## src/inc/disp_cmd_pkg.sv

```systemverilog
// Package: command codes, reset values and carrier types for the display command decoder
package disp_cmd_pkg;
    // ----------------------------------------
    // Command codes
    // ----------------------------------------
    localparam logic [7:0] PARTIAL_ON_CMD = 8'h12;
    localparam logic [7:0] NORMAL_DISPLAY_CMD = 8'h13;
    localparam logic [7:0] INVERSION_OFF_CMD = 8'h20;
    localparam logic [7:0] INVERSION_ON_CMD = 8'h21;
    localparam logic [7:0] DISPLAY_OFF_CMD = 8'h28;
    localparam logic [7:0] DISPLAY_ON_CMD = 8'h29;
    localparam logic [7:0] COLUMN_WINDOW_CMD = 8'h2A;
    localparam logic [7:0] MEMORY_WRITE_CMD = 8'h2C;
    localparam logic [7:0] SW_RESET_CMD = 8'h01;
    // ----------------------------------------
    // Reset values and limits
    // ----------------------------------------
    localparam logic [15:0] COL_START_RST = 16'h0000;
    localparam logic [15:0] COL_LIMIT_NARROW = 16'h00EF;
    localparam logic [15:0] COL_LIMIT_WIDE = 16'h013F;
    localparam int MAC_WIDE_BIT = 5;
    localparam int PARAM_COUNT = 4;
    // ----------------------------------------
    // Carrier types
    // ----------------------------------------
    typedef struct packed {
        logic [7:0] data;
        logic is_param;
    } host_byte_t;
    typedef struct packed {
        logic [15:0] start;
        logic [15:0] stop;
    } col_window_t;
    typedef struct packed {
        logic partial;
        logic inverted;
        logic display_on;
    } mode_flags_t;
endpackage : disp_cmd_pkg

```

## src/rtl/display_mode_column_window_cmds.sv

```systemverilog
// Command decoder: display modes and column window for the panel driver
// ----------------------------------------
// ----------------------------------------
`timescale 1ns/1ps
module display_mode_column_window_cmds #(
    parameter int PIX_W = 18
) (
    input wire logic core_clk,
    input wire logic rst,
    input wire logic write_strobe_n,
    input wire logic data_command_select,
    input wire logic [7:0] bus_data,
    input wire logic [7:0] memory_access_control,
    input wire logic [PIX_W-1:0] mem_pixel,
    input wire logic mem_pixel_valid,
    output logic [PIX_W-1:0] panel_pixel,
    output logic panel_pixel_valid,
    output logic normal_mode,
    output logic partial_mode,
    output logic inversion_mode,
    output logic display_on,
    output logic [15:0] column_start,
    output logic [15:0] column_end,
    output logic [15:0] write_col_start,
    output logic [15:0] write_col_end,
    output logic write_window_load,
    output logic write_col_in_range
);
    // ----------------------------------------
    // Parameter collection states
    // ----------------------------------------
    typedef enum logic [4:0] {
        ST_IDLE = 5'b00001,
        ST_SH = 5'b00010,
        ST_SL = 5'b00100,
        ST_EH = 5'b01000,
        ST_EL = 5'b10000
    } col_state_t;

    col_state_t state_r;
    col_state_t state_nxt;
    disp_cmd_pkg::host_byte_t hb;
    logic hb_valid;
    disp_cmd_pkg::mode_flags_t flags_r;
    disp_cmd_pkg::mode_flags_t flags_nxt;
    disp_cmd_pkg::col_window_t win_r;
    disp_cmd_pkg::col_window_t win_nxt;
    logic [7:0] hold_r;
    logic [7:0] hold_nxt;

    // ----------------------------------------
    // Byte capture
    // ----------------------------------------
    // Strobe edge capture
    strobe_capture u_capture (
        .core_clk(core_clk),
        .rst(rst),
        .write_strobe_n(write_strobe_n),
        .data_command_select(data_command_select),
        .bus_data(bus_data),
        .byte_out(hb),
        .byte_valid(hb_valid)
    );

    // ----------------------------------------
    // Decode
    // ----------------------------------------
    function automatic logic is_cmd(input disp_cmd_pkg::host_byte_t b, input logic v, input logic [7:0] code);
        is_cmd = v & ~b.is_param & (b.data == code);
    endfunction : is_cmd

    wire cmd_w = hb_valid & ~hb.is_param;
    wire param_w = hb_valid & hb.is_param;
    wire cmd_partial_w = is_cmd(hb, hb_valid, disp_cmd_pkg::PARTIAL_ON_CMD);
    wire cmd_normal_w = is_cmd(hb, hb_valid, disp_cmd_pkg::NORMAL_DISPLAY_CMD);
    wire cmd_inv_off_w = is_cmd(hb, hb_valid, disp_cmd_pkg::INVERSION_OFF_CMD);
    wire cmd_inv_on_w = is_cmd(hb, hb_valid, disp_cmd_pkg::INVERSION_ON_CMD);
    wire cmd_disp_off_w = is_cmd(hb, hb_valid, disp_cmd_pkg::DISPLAY_OFF_CMD);
    wire cmd_disp_on_w = is_cmd(hb, hb_valid, disp_cmd_pkg::DISPLAY_ON_CMD);
    wire cmd_col_w = is_cmd(hb, hb_valid, disp_cmd_pkg::COLUMN_WINDOW_CMD);
    wire cmd_memwr_w = is_cmd(hb, hb_valid, disp_cmd_pkg::MEMORY_WRITE_CMD);
    wire cmd_swrst_w = is_cmd(hb, hb_valid, disp_cmd_pkg::SW_RESET_CMD);
    wire wide_w = memory_access_control[disp_cmd_pkg::MAC_WIDE_BIT];
    wire [15:0] limit_w = wide_w ? disp_cmd_pkg::COL_LIMIT_WIDE : disp_cmd_pkg::COL_LIMIT_NARROW;
    wire [15:0] sw_end_w = limit_w;

    // ----------------------------------------
    // Mode flags
    // ----------------------------------------
    always_comb begin
        flags_nxt = flags_r;
        if (cmd_swrst_w) begin
            flags_nxt = '0;
        end else begin
            if (cmd_partial_w) begin
                flags_nxt.partial = 1'b1;
            end
            if (cmd_normal_w) begin
                flags_nxt.partial = 1'b0;
            end
            if (cmd_inv_on_w) begin
                flags_nxt.inverted = 1'b1;
            end
            if (cmd_inv_off_w) begin
                flags_nxt.inverted = 1'b0;
            end
            if (cmd_disp_on_w) begin
                flags_nxt.display_on = 1'b1;
            end
            if (cmd_disp_off_w) begin
                flags_nxt.display_on = 1'b0;
            end
        end
    end

    // ----------------------------------------
    // Column window parameter sequence
    // ----------------------------------------
    always_comb begin
        state_nxt = state_r;
        win_nxt = win_r;
        hold_nxt = hold_r;
        if (cmd_swrst_w) begin
            state_nxt = ST_IDLE;
            win_nxt = '{start: disp_cmd_pkg::COL_START_RST, stop: sw_end_w};
        end else if (cmd_w) begin
            state_nxt = cmd_col_w ? ST_SH : ST_IDLE;
        end else if (param_w) begin
            unique case (state_r)
                ST_IDLE: begin
                    state_nxt = ST_IDLE;
                end
                ST_SH: begin
                    hold_nxt = hb.data;
                    state_nxt = ST_SL;
                end
                ST_SL: begin
                    win_nxt.start = {hold_r, hb.data};
                    state_nxt = ST_EH;
                end
                ST_EH: begin
                    hold_nxt = hb.data;
                    state_nxt = ST_EL;
                end
                ST_EL: begin
                    win_nxt.stop = {hold_r, hb.data};
                    state_nxt = ST_IDLE;
                end
            endcase
        end
    end

    always_ff @(posedge core_clk) begin
        if (rst) begin
            flags_r <= '0;
            state_r <= ST_IDLE;
            hold_r <= 8'h00;
            win_r <= '{start: disp_cmd_pkg::COL_START_RST, stop: disp_cmd_pkg::COL_LIMIT_NARROW};
        end else begin
            flags_r <= flags_nxt;
            state_r <= state_nxt;
            hold_r <= hold_nxt;
            win_r <= win_nxt;
        end
    end

    // ----------------------------------------
    // Outputs and memory-write window
    // ----------------------------------------
    // Range check uses the live window; the host is trusted to keep start not above end
    // Host ordering assumed
    wire in_range_w = (win_r.start <= limit_w) & (win_r.stop <= limit_w);

    always_ff @(posedge core_clk) begin
        if (rst) begin
            normal_mode <= 1'b1;
            partial_mode <= 1'b0;
            inversion_mode <= 1'b0;
            display_on <= 1'b0;
            column_start <= disp_cmd_pkg::COL_START_RST;
            column_end <= disp_cmd_pkg::COL_LIMIT_NARROW;
            write_col_start <= disp_cmd_pkg::COL_START_RST;
            write_col_end <= disp_cmd_pkg::COL_LIMIT_NARROW;
            write_window_load <= 1'b0;
            write_col_in_range <= 1'b1;
        end else begin
            normal_mode <= ~flags_nxt.partial;
            partial_mode <= flags_nxt.partial;
            inversion_mode <= flags_nxt.inverted;
            display_on <= flags_nxt.display_on;
            column_start <= win_nxt.start;
            column_end <= win_nxt.stop;
            write_window_load <= cmd_memwr_w;
            if (cmd_memwr_w) begin
                write_col_start <= win_r.start;
                write_col_end <= win_r.stop;
                write_col_in_range <= in_range_w;
            end
        end
    end

    // ----------------------------------------
    // Pixel path
    // ----------------------------------------
    // Inversion only on outgoing data
    pixel_path #(
        .PIX_W(PIX_W)
    ) u_pixels (
        .core_clk(core_clk),
        .rst(rst),
        .invert(flags_r.inverted),
        .enable(flags_r.display_on),
        .mem_pixel(mem_pixel),
        .mem_pixel_valid(mem_pixel_valid),
        .panel_pixel(panel_pixel),
        .panel_pixel_valid(panel_pixel_valid)
    );
endmodule : display_mode_column_window_cmds

```

## src/rtl/pixel_path.sv

```systemverilog
// Pixel path from frame memory to panel with inversion and output enable
`timescale 1ns/1ps
module pixel_path #(
    parameter int PIX_W = 18
) (
    input wire logic core_clk,
    input wire logic rst,
    input wire logic invert,
    input wire logic enable,
    input wire logic [PIX_W-1:0] mem_pixel,
    input wire logic mem_pixel_valid,
    output logic [PIX_W-1:0] panel_pixel,
    output logic panel_pixel_valid
);
    // Memory content is never touched; only the outgoing copy is inverted
    wire [PIX_W-1:0] shaped_w = invert ? ~mem_pixel : mem_pixel;

    always_ff @(posedge core_clk) begin
        if (rst) begin
            panel_pixel <= '0;
            panel_pixel_valid <= 1'b0;
        end else begin
            panel_pixel_valid <= mem_pixel_valid & enable;
            panel_pixel <= enable ? shaped_w : '0;
        end
    end
endmodule : pixel_path

```

## src/rtl/strobe_capture.sv

```systemverilog
// Strobe edge detector: turns the write strobe rising edge into a byte pulse
`timescale 1ns/1ps
module strobe_capture (
    input wire logic core_clk,
    input wire logic rst,
    input wire logic write_strobe_n,
    input wire logic data_command_select,
    input wire logic [7:0] bus_data,
    output disp_cmd_pkg::host_byte_t byte_out,
    output logic byte_valid
);
    logic strobe_d_r;
    wire rise_w = write_strobe_n & ~strobe_d_r;

    always_ff @(posedge core_clk) begin
        if (rst) begin
            strobe_d_r <= 1'b1;
            byte_valid <= 1'b0;
            byte_out <= '0;
        end else begin
            strobe_d_r <= write_strobe_n;
            byte_valid <= rise_w;
            if (rise_w) begin
                byte_out <= '{data: bus_data, is_param: data_command_select};
            end
        end
    end
endmodule : strobe_capture
```

## config.mk

```make
export PLATFORM = sky130hd
export DESIGN_NAME = display_mode_column_window_cmds
export DESIGN_NICKNAME = d
export VERILOG_FILES = /design/src/inc/disp_cmd_pkg.sv /design/src/rtl/display_mode_column_window_cmds.sv /design/src/rtl/pixel_path.sv /design/src/rtl/strobe_capture.sv
export SDC_FILE = /design/constraint.sdc
export NUM_CORES = 1
export LEC_CHECK = 0
export ABC_AREA = 0
export BUFFER_PORTS_ARGS = -buffer_cell sky130_fd_sc_hd__buf_4
export CAP_MARGIN = 15
export CORE_ASPECT_RATIO = 0.8
export CORE_MARGIN = 10
export CORE_UTILIZATION = 55
export CTS_CLUSTER_DIAMETER = 80
export DETAILED_ROUTE_END_ITERATION = 10
export PLACE_DENSITY_LB_ADDON = 0.08
export SLEW_MARGIN = 20
export SYNTH_ARGS = -nofsm -noshare
export SYNTH_HDL_FRONTEND = slang
export SYNTH_SLANG_ARGS = --single-unit
```

## constraint.sdc

```tcl
create_clock -name core_clk -period 5.3 [get_ports core_clk]
set_clock_uncertainty 0.2 [all_clocks]
set_input_delay 0.53 -clock core_clk [delete_from_list [all_inputs] [get_ports core_clk]]
set_output_delay 0.53 -clock core_clk [all_outputs]
set_load 0.005 [all_outputs]
```

# Yosys cells after proc, flatten, opt, wreduce, memory -nomap -nowiden
# Cells that the tools add are included.
word_totals:
  ff_bits: 113
  output_inout_bits: 89
  inputBits: 39
classes:
  bitwise_logic: 21
  magnitude_cmp: 2
  n_reduce_logical: 12
  n_eq_ne: 15
  mux: 18
ops:
  columns: ["cell", "count"]
  rows:
  - ["$mux 32", 2]
  - ["$eq 8x6->1 const B", 6]
  - ["$mux 16", 3]
  - ["$le 16x9->1", 2]
  - ["$pmux 5 s4", 1]
  - ["$mux 18", 1]
  - ["$not 18->18", 1]
  - ["$eq 8x5->1 const B", 2]
  - ["$and 1x1->1", 14]
  - ["$mux 5", 2]
  - ["$mux 9", 1]
  - ["$eq 8x1->1 const B", 1]
  - ["$reduce_or 2->1", 4]
  - ["$mux 1", 6]
  - ["$not 1->1", 6]
  - ["$reduce_and 3->1", 2]
  - ["$reduce_bool 2->1", 3]
  - ["$reduce_or 3->1", 2]
  - ["$eq 5x1->1 const B", 1]
  - ["$eq 5x2->1 const B", 1]
  - ["$eq 5x3->1 const B", 1]
  - ["$eq 5x4->1 const B", 1]
  - ["$eq 5x5->1 const B", 1]
  - ["$reduce_and 4->1", 1]
  - ["3 further kinds", 3]

# Longest topological paths before layout
logic_depth:
  word_depth: 7
  mapped_depth: 7
  mapped_depth_nobuf: 6

# Modules after synthesis
# From an unflattened synthesis, not the netlist that was laid out.
hier_totals:
  hier_cells: 486
  area_unflattened_um2: 4618.2
by_module_without_submodules:
  columns: ["module", "cells_per_inst", "instances", "area_per_inst_um2", "seq_area_each_um2"]
  rows:
  - ["display_mode_column_window_cmds", 379, 1, 3442.1, 1661.6]
  - ["pixel_path", 62, 1, 666.9, 380.4]
  - ["strobe_capture", 45, 1, 509.2, 220.2]

# Worst setup path before layout
# OpenSTA, ideal clock, no wires.
synth_path:
  kind: "input port to flip-flop"
  from: "in memory_access_control[5]"
  to: "reg write_col_in_range"
  cell_stages: 6
  slack_ns: 3.104
  n_path_buf: 0
  t_arrival_ns: 1.909
  required_time_ns: 5.012
  path_cell_list: "inv_1 -> ha_1 -> or4b_2 -> nor3_1 -> a211oi_1 -> o31ai_1"
synth_via:
  elab_chain_len: 3
  elab_cells_between_ends: 4
synth_lines:
  columns: ["element", "line", "source"]
  rows:
  - ["start: declaration", "display_mode_column_window_cmds.sv:13", "input wire logic [7:0] memory_access_control,"]
  - ["$mux 9 (*)", "display_mode_column_window_cmds.sv:84", "wire [15:0] limit_w = wide_w ? disp_cmd_pkg::COL_LIMIT_WIDE : disp_cmd_pkg::COL_LIMIT_NARROW;"]
  - ["$le 16x9->1", "display_mode_column_window_cmds.sv:172", "wire in_range_w = (win_r.start <= limit_w) & (win_r.stop <= limit_w);"]
  - ["$and 1x1->1 (*)", "display_mode_column_window_cmds.sv:172", null]
  - ["end signal: assignment", "display_mode_column_window_cmds.sv:197", "write_col_in_range <= in_range_w;"]
  - ["end: declaration", "display_mode_column_window_cmds.sv:27", "output logic write_col_in_range"]
# Every way passes the cells marked *; elsewhere a longest branch is shown, timed or not.
# A chain may end at the register's enable or synchronous reset.

# Worst setup path after layout
layout_path:
  from: "reg u_capture.byte_valid"
  to: "reg write_col_start[0]"
layout_via:
  elab_chain_len: 2
layout_lines:
  columns: ["element", "line", "source"]
  rows:
  - ["start: declaration", "strobe_capture.sv:10", "output logic byte_valid"]
  - ["start signal: assignment", "strobe_capture.sv:22", "byte_valid <= rise_w;"]
  - ["$and 1x1->1 (2 in series)", "display_mode_column_window_cmds.sv:69", "is_cmd = v & ~b.is_param & (b.data == code);"]
  - ["end signal: assignment", "display_mode_column_window_cmds.sv:182", "write_col_start <= disp_cmd_pkg::COL_START_RST;"]
  - ["end signal: assignment", "display_mode_column_window_cmds.sv:195", "write_col_start <= win_r.start;"]
  - ["end: declaration", "display_mode_column_window_cmds.sv:24", "output logic [15:0] write_col_start,"]
# Every way passes these cells.

==> qor.csv <==
stage,metric,value,unit
sta,fmax,381,MHz
clock_network,cts_tree,yes,
power,clock_power_share,54.8,%
power,p_comb_share,2.8,%
global_route,overflow,0,
route,drcViolationCount,0,
yosys,yosysSeqAreaShare,51.5,%
clock_network,clockBufferDepth,2,
sta,rsz0062_at_grt,false,
place,port_buffers,120,
critical_path,worst_setup_path_end_kind,flip-flop,
sta,maxSlewViolCount,0,
sta,setup_ws,2.68,ns
yosys,synth.distinct_cells,49,
final_layout,final_cells,734,
yosys,ys_warn_count,0,
route,vias,3952,
critical_path,worstPathMaxFanout,32,
worst_hold_path,min_path_type,in -> reg,
die,dieWidth,120,um
place,dp_slack,2.66,ns
sta,timing.final.crit_share,49.5,%
global_route,grt_pass1_wl,19.2,mm
place,gp_congestion,0.837,
sta,worst_pin_slew,1.12,ns
job,maxCapViolations,0,
final_layout,syn_to_final_growth,33.8,%
global_route,gr-usage-met2,32.1,%
power,vdd_drop_max,238,uV
clock_network,clock_latency,0.51,ns
route,drtIter0Drc,309,
route,ant_nets,0,
run_status,status,finished clean,
global_route,grt_max_degree,63,
global_route,antenna_found_initial,0,
final_layout,final_nets,661,
route,viasPerCell,5.38,
final_layout,layout_commonest_cell,buf_4,
clock_network,cts_root_buf,clkbuf_8,
yosys,synth-edff-count,0,
final_layout,n_antenna_cell,0,
power,netSwitchingPower,410,uW
yosys,synthTopCellsByArea,"dfxtp_1, nand2_1, a21oi_1",
sta,hold_viol,0,
final_layout,fin_util,75.0,%
critical_path,arrival,2.86,ns
clock_network,h-tree-depth,4,
place,dp_hpwl,8.23,mm
critical_path,crit_required,5.53,ns
clock_network,cts_buffers,17,
yosys,async_flop_share,0,%
global_route,use_met1,23.5,%
sta,slew_headroom,25.1,%
yosys,ys.flop_type,dfxtp_1,
clock_network,cts_resized,0,
yosys,syn_area_per_cell,8.66,um^2
clock_network,path_clk_slew,0.06,ns
critical_path,worstSetupStartpointType,flip-flop,
global_route,grt_use_total,19.7,%
power,p_leak,0.00246,uW
power,switching_share,20.3,%
yosys,syn_area,4390,um^2
final_layout,drive_above_1_share,25.9,%
power,seqPwrFrac,42.5,%
die,start_util,56.0,%
route,dr.pass1.iters,5,
route,drt-total-wl,12.1,mm
sta,fin_tns_setup,0,ns
die,dieHeight,99.9,um
critical_path,crit_type,reg -> reg,
global_route,grt_pass1_vias,3789,
power,p_int,1610,uW
final_layout,final_cell_mix,"buf_4, nand2_1, dfxtp_1, a21oi_1, nor2_1",
clock_network,clock-sinks,113,
global_route,grt-busiest-layer,met2,
yosys,ys_ff_latch,113,
die,placementRows,29,
clock_network,post_cts_buffers,0,
yosys,synth_top_cell_area_share,51.5,%
die,ioPinCount,128,
die,core,7840,um^2
power,power-per-cell-area,344,nW/um^2
global_route,global_route.usage.met3,7.18,%
route,drt-wirelength-per-cell,16.4,um
yosys,syn_nets,554,
place,place_inst,703,
yosys,yosys.area.top_type,dfxtp_1,
sta,final-setup-viol-count,0,
yosys,synthCells,507,
die,die_area,12000,um^2
clock_network,cts_hold_buf,0,
sta,fin_crit,2.62,ns
-- metrics by stage --
| step | instance area (um^2) | hold slack (ns) | power (uW) |
|---|---|---|---|
| finish | 5880 | 0.0250 | 2020 |
| global route | 5880 | 0.0220 | 2090 |
| CTS | 5870 | 0.0128 | 2040 |
| detailed placement | 5290 | 0.248 | 932 |
| global placement | 5290 | 0.242 | 930 |
| floorplan | 4390 | 0.244 | 906 |
-- registers in the layout (all words and copies together) (netlist names) --
signal / cells
u_capture.byte_valid: 1
u_pixels.panel_pixel: 18
u_capture.strobe_d_r: 1
write_window_load: 1
column_end: 16
u_pixels.panel_pixel_valid: 1
inversion_mode: 1
hold_r: 8
write_col_end: 16
u_capture.byte_out: 9
normal_mode: 1
partial_mode: 1
column_start: 16
state_r: 5
write_col_in_range: 1
display_on: 1
write_col_start: 16
-- final timing paths --
check | start | endpoint | slack, ns | cells after the start
setup / recovery | u_capture.byte_valid$_SDFF_PP0_ | write_col_start[0]$_SDFFE_PP0P_ | 2.68 | 4
hold / removal | write_strobe_n | u_capture.strobe_d_r$_SDFF_PP1_ | 0.02 | 2
setup reg to reg | u_capture.byte_valid$_SDFF_PP0_ | write_col_start[0]$_SDFFE_PP0P_ | 2.68 | 4
hold reg to reg | write_col_start[3]$_SDFFE_PP0P_ | write_col_start[3]$_SDFFE_PP0P_ | 0.25 | 2
-- worst max-delay path: stages, from the launching register on --
cell and delay, ns:
dfxtp_1 0.46, nor3b_1 0.49, and4_1 1.04, nand2_1 0.16
a21oi_1 0.18
-- cells in the mapped netlist, types with 2 or more instances --
cell and count:
nand2b_1 3, nand3b_1 7, nand2_1 120, nor4_1 4, clkbuf_1 18, nor2_1 48, dfxtp_1 113, nor3_1 6
nor3b_1 4, mux2i_1 20, a311oi_1 2, nand4_1 6, nand3_1 16, xnor2_1 20, buf_1 4, inv_1 9
a22oi_1 2, nor2b_1 2, o21ai_0 4, buf_2 10, a21oi_1 53, ha_1 8, buf_6 2
-- cell type report --
cell class	instances	area, um^2
Fill cell	599	1960
Tap cell	108	135
Clock inverter	11	138
Clock buffer	20	445
Sequential cell	113	2260
Inverter	9	33.8
Multi-Input combinational cell	350	1940
Timing Repair Buffer	123	923
-- per-layer routing --
layer  vias up  part of all wire, %  wire length, um
met5         -                    0                0
met4         0                 0.85              102
met3        10                  7.4              892
met2       145                   50             5990
met1      1885                   42             5070
li1       1912                    -                -
-- power by group through the flow --
stage / Combinational, uW / Sequential [uW] / Clock, uW
floorplan: 32.6 / 874 / 0
global placement: 53.5 / 877 / 0
detailed placement: 55.2 / 877 / 0
CTS: 55.7 / 859 / 1120
global route: 61.6 / 859 / 1170
finish: 55.7 / 859 / 1110
-- cells by family (layout without fill, tap and decap cells) --
family                     Yosys count  count (layout)  share of synthesized area, %
AOI/OAI and AO/OA                   72              72                          9.43
xor gates and xnor gates            21              21                          4.19
adders and majority gates            8               8                          2.28
buffers and inverters               44             163                          4.42
DFF                                113             113                          51.5
muxes                               21              21                          4.81
and+or+nand+nor                    228             228                          23.4
Note: power is estimated with default switching activity, not from simulation.
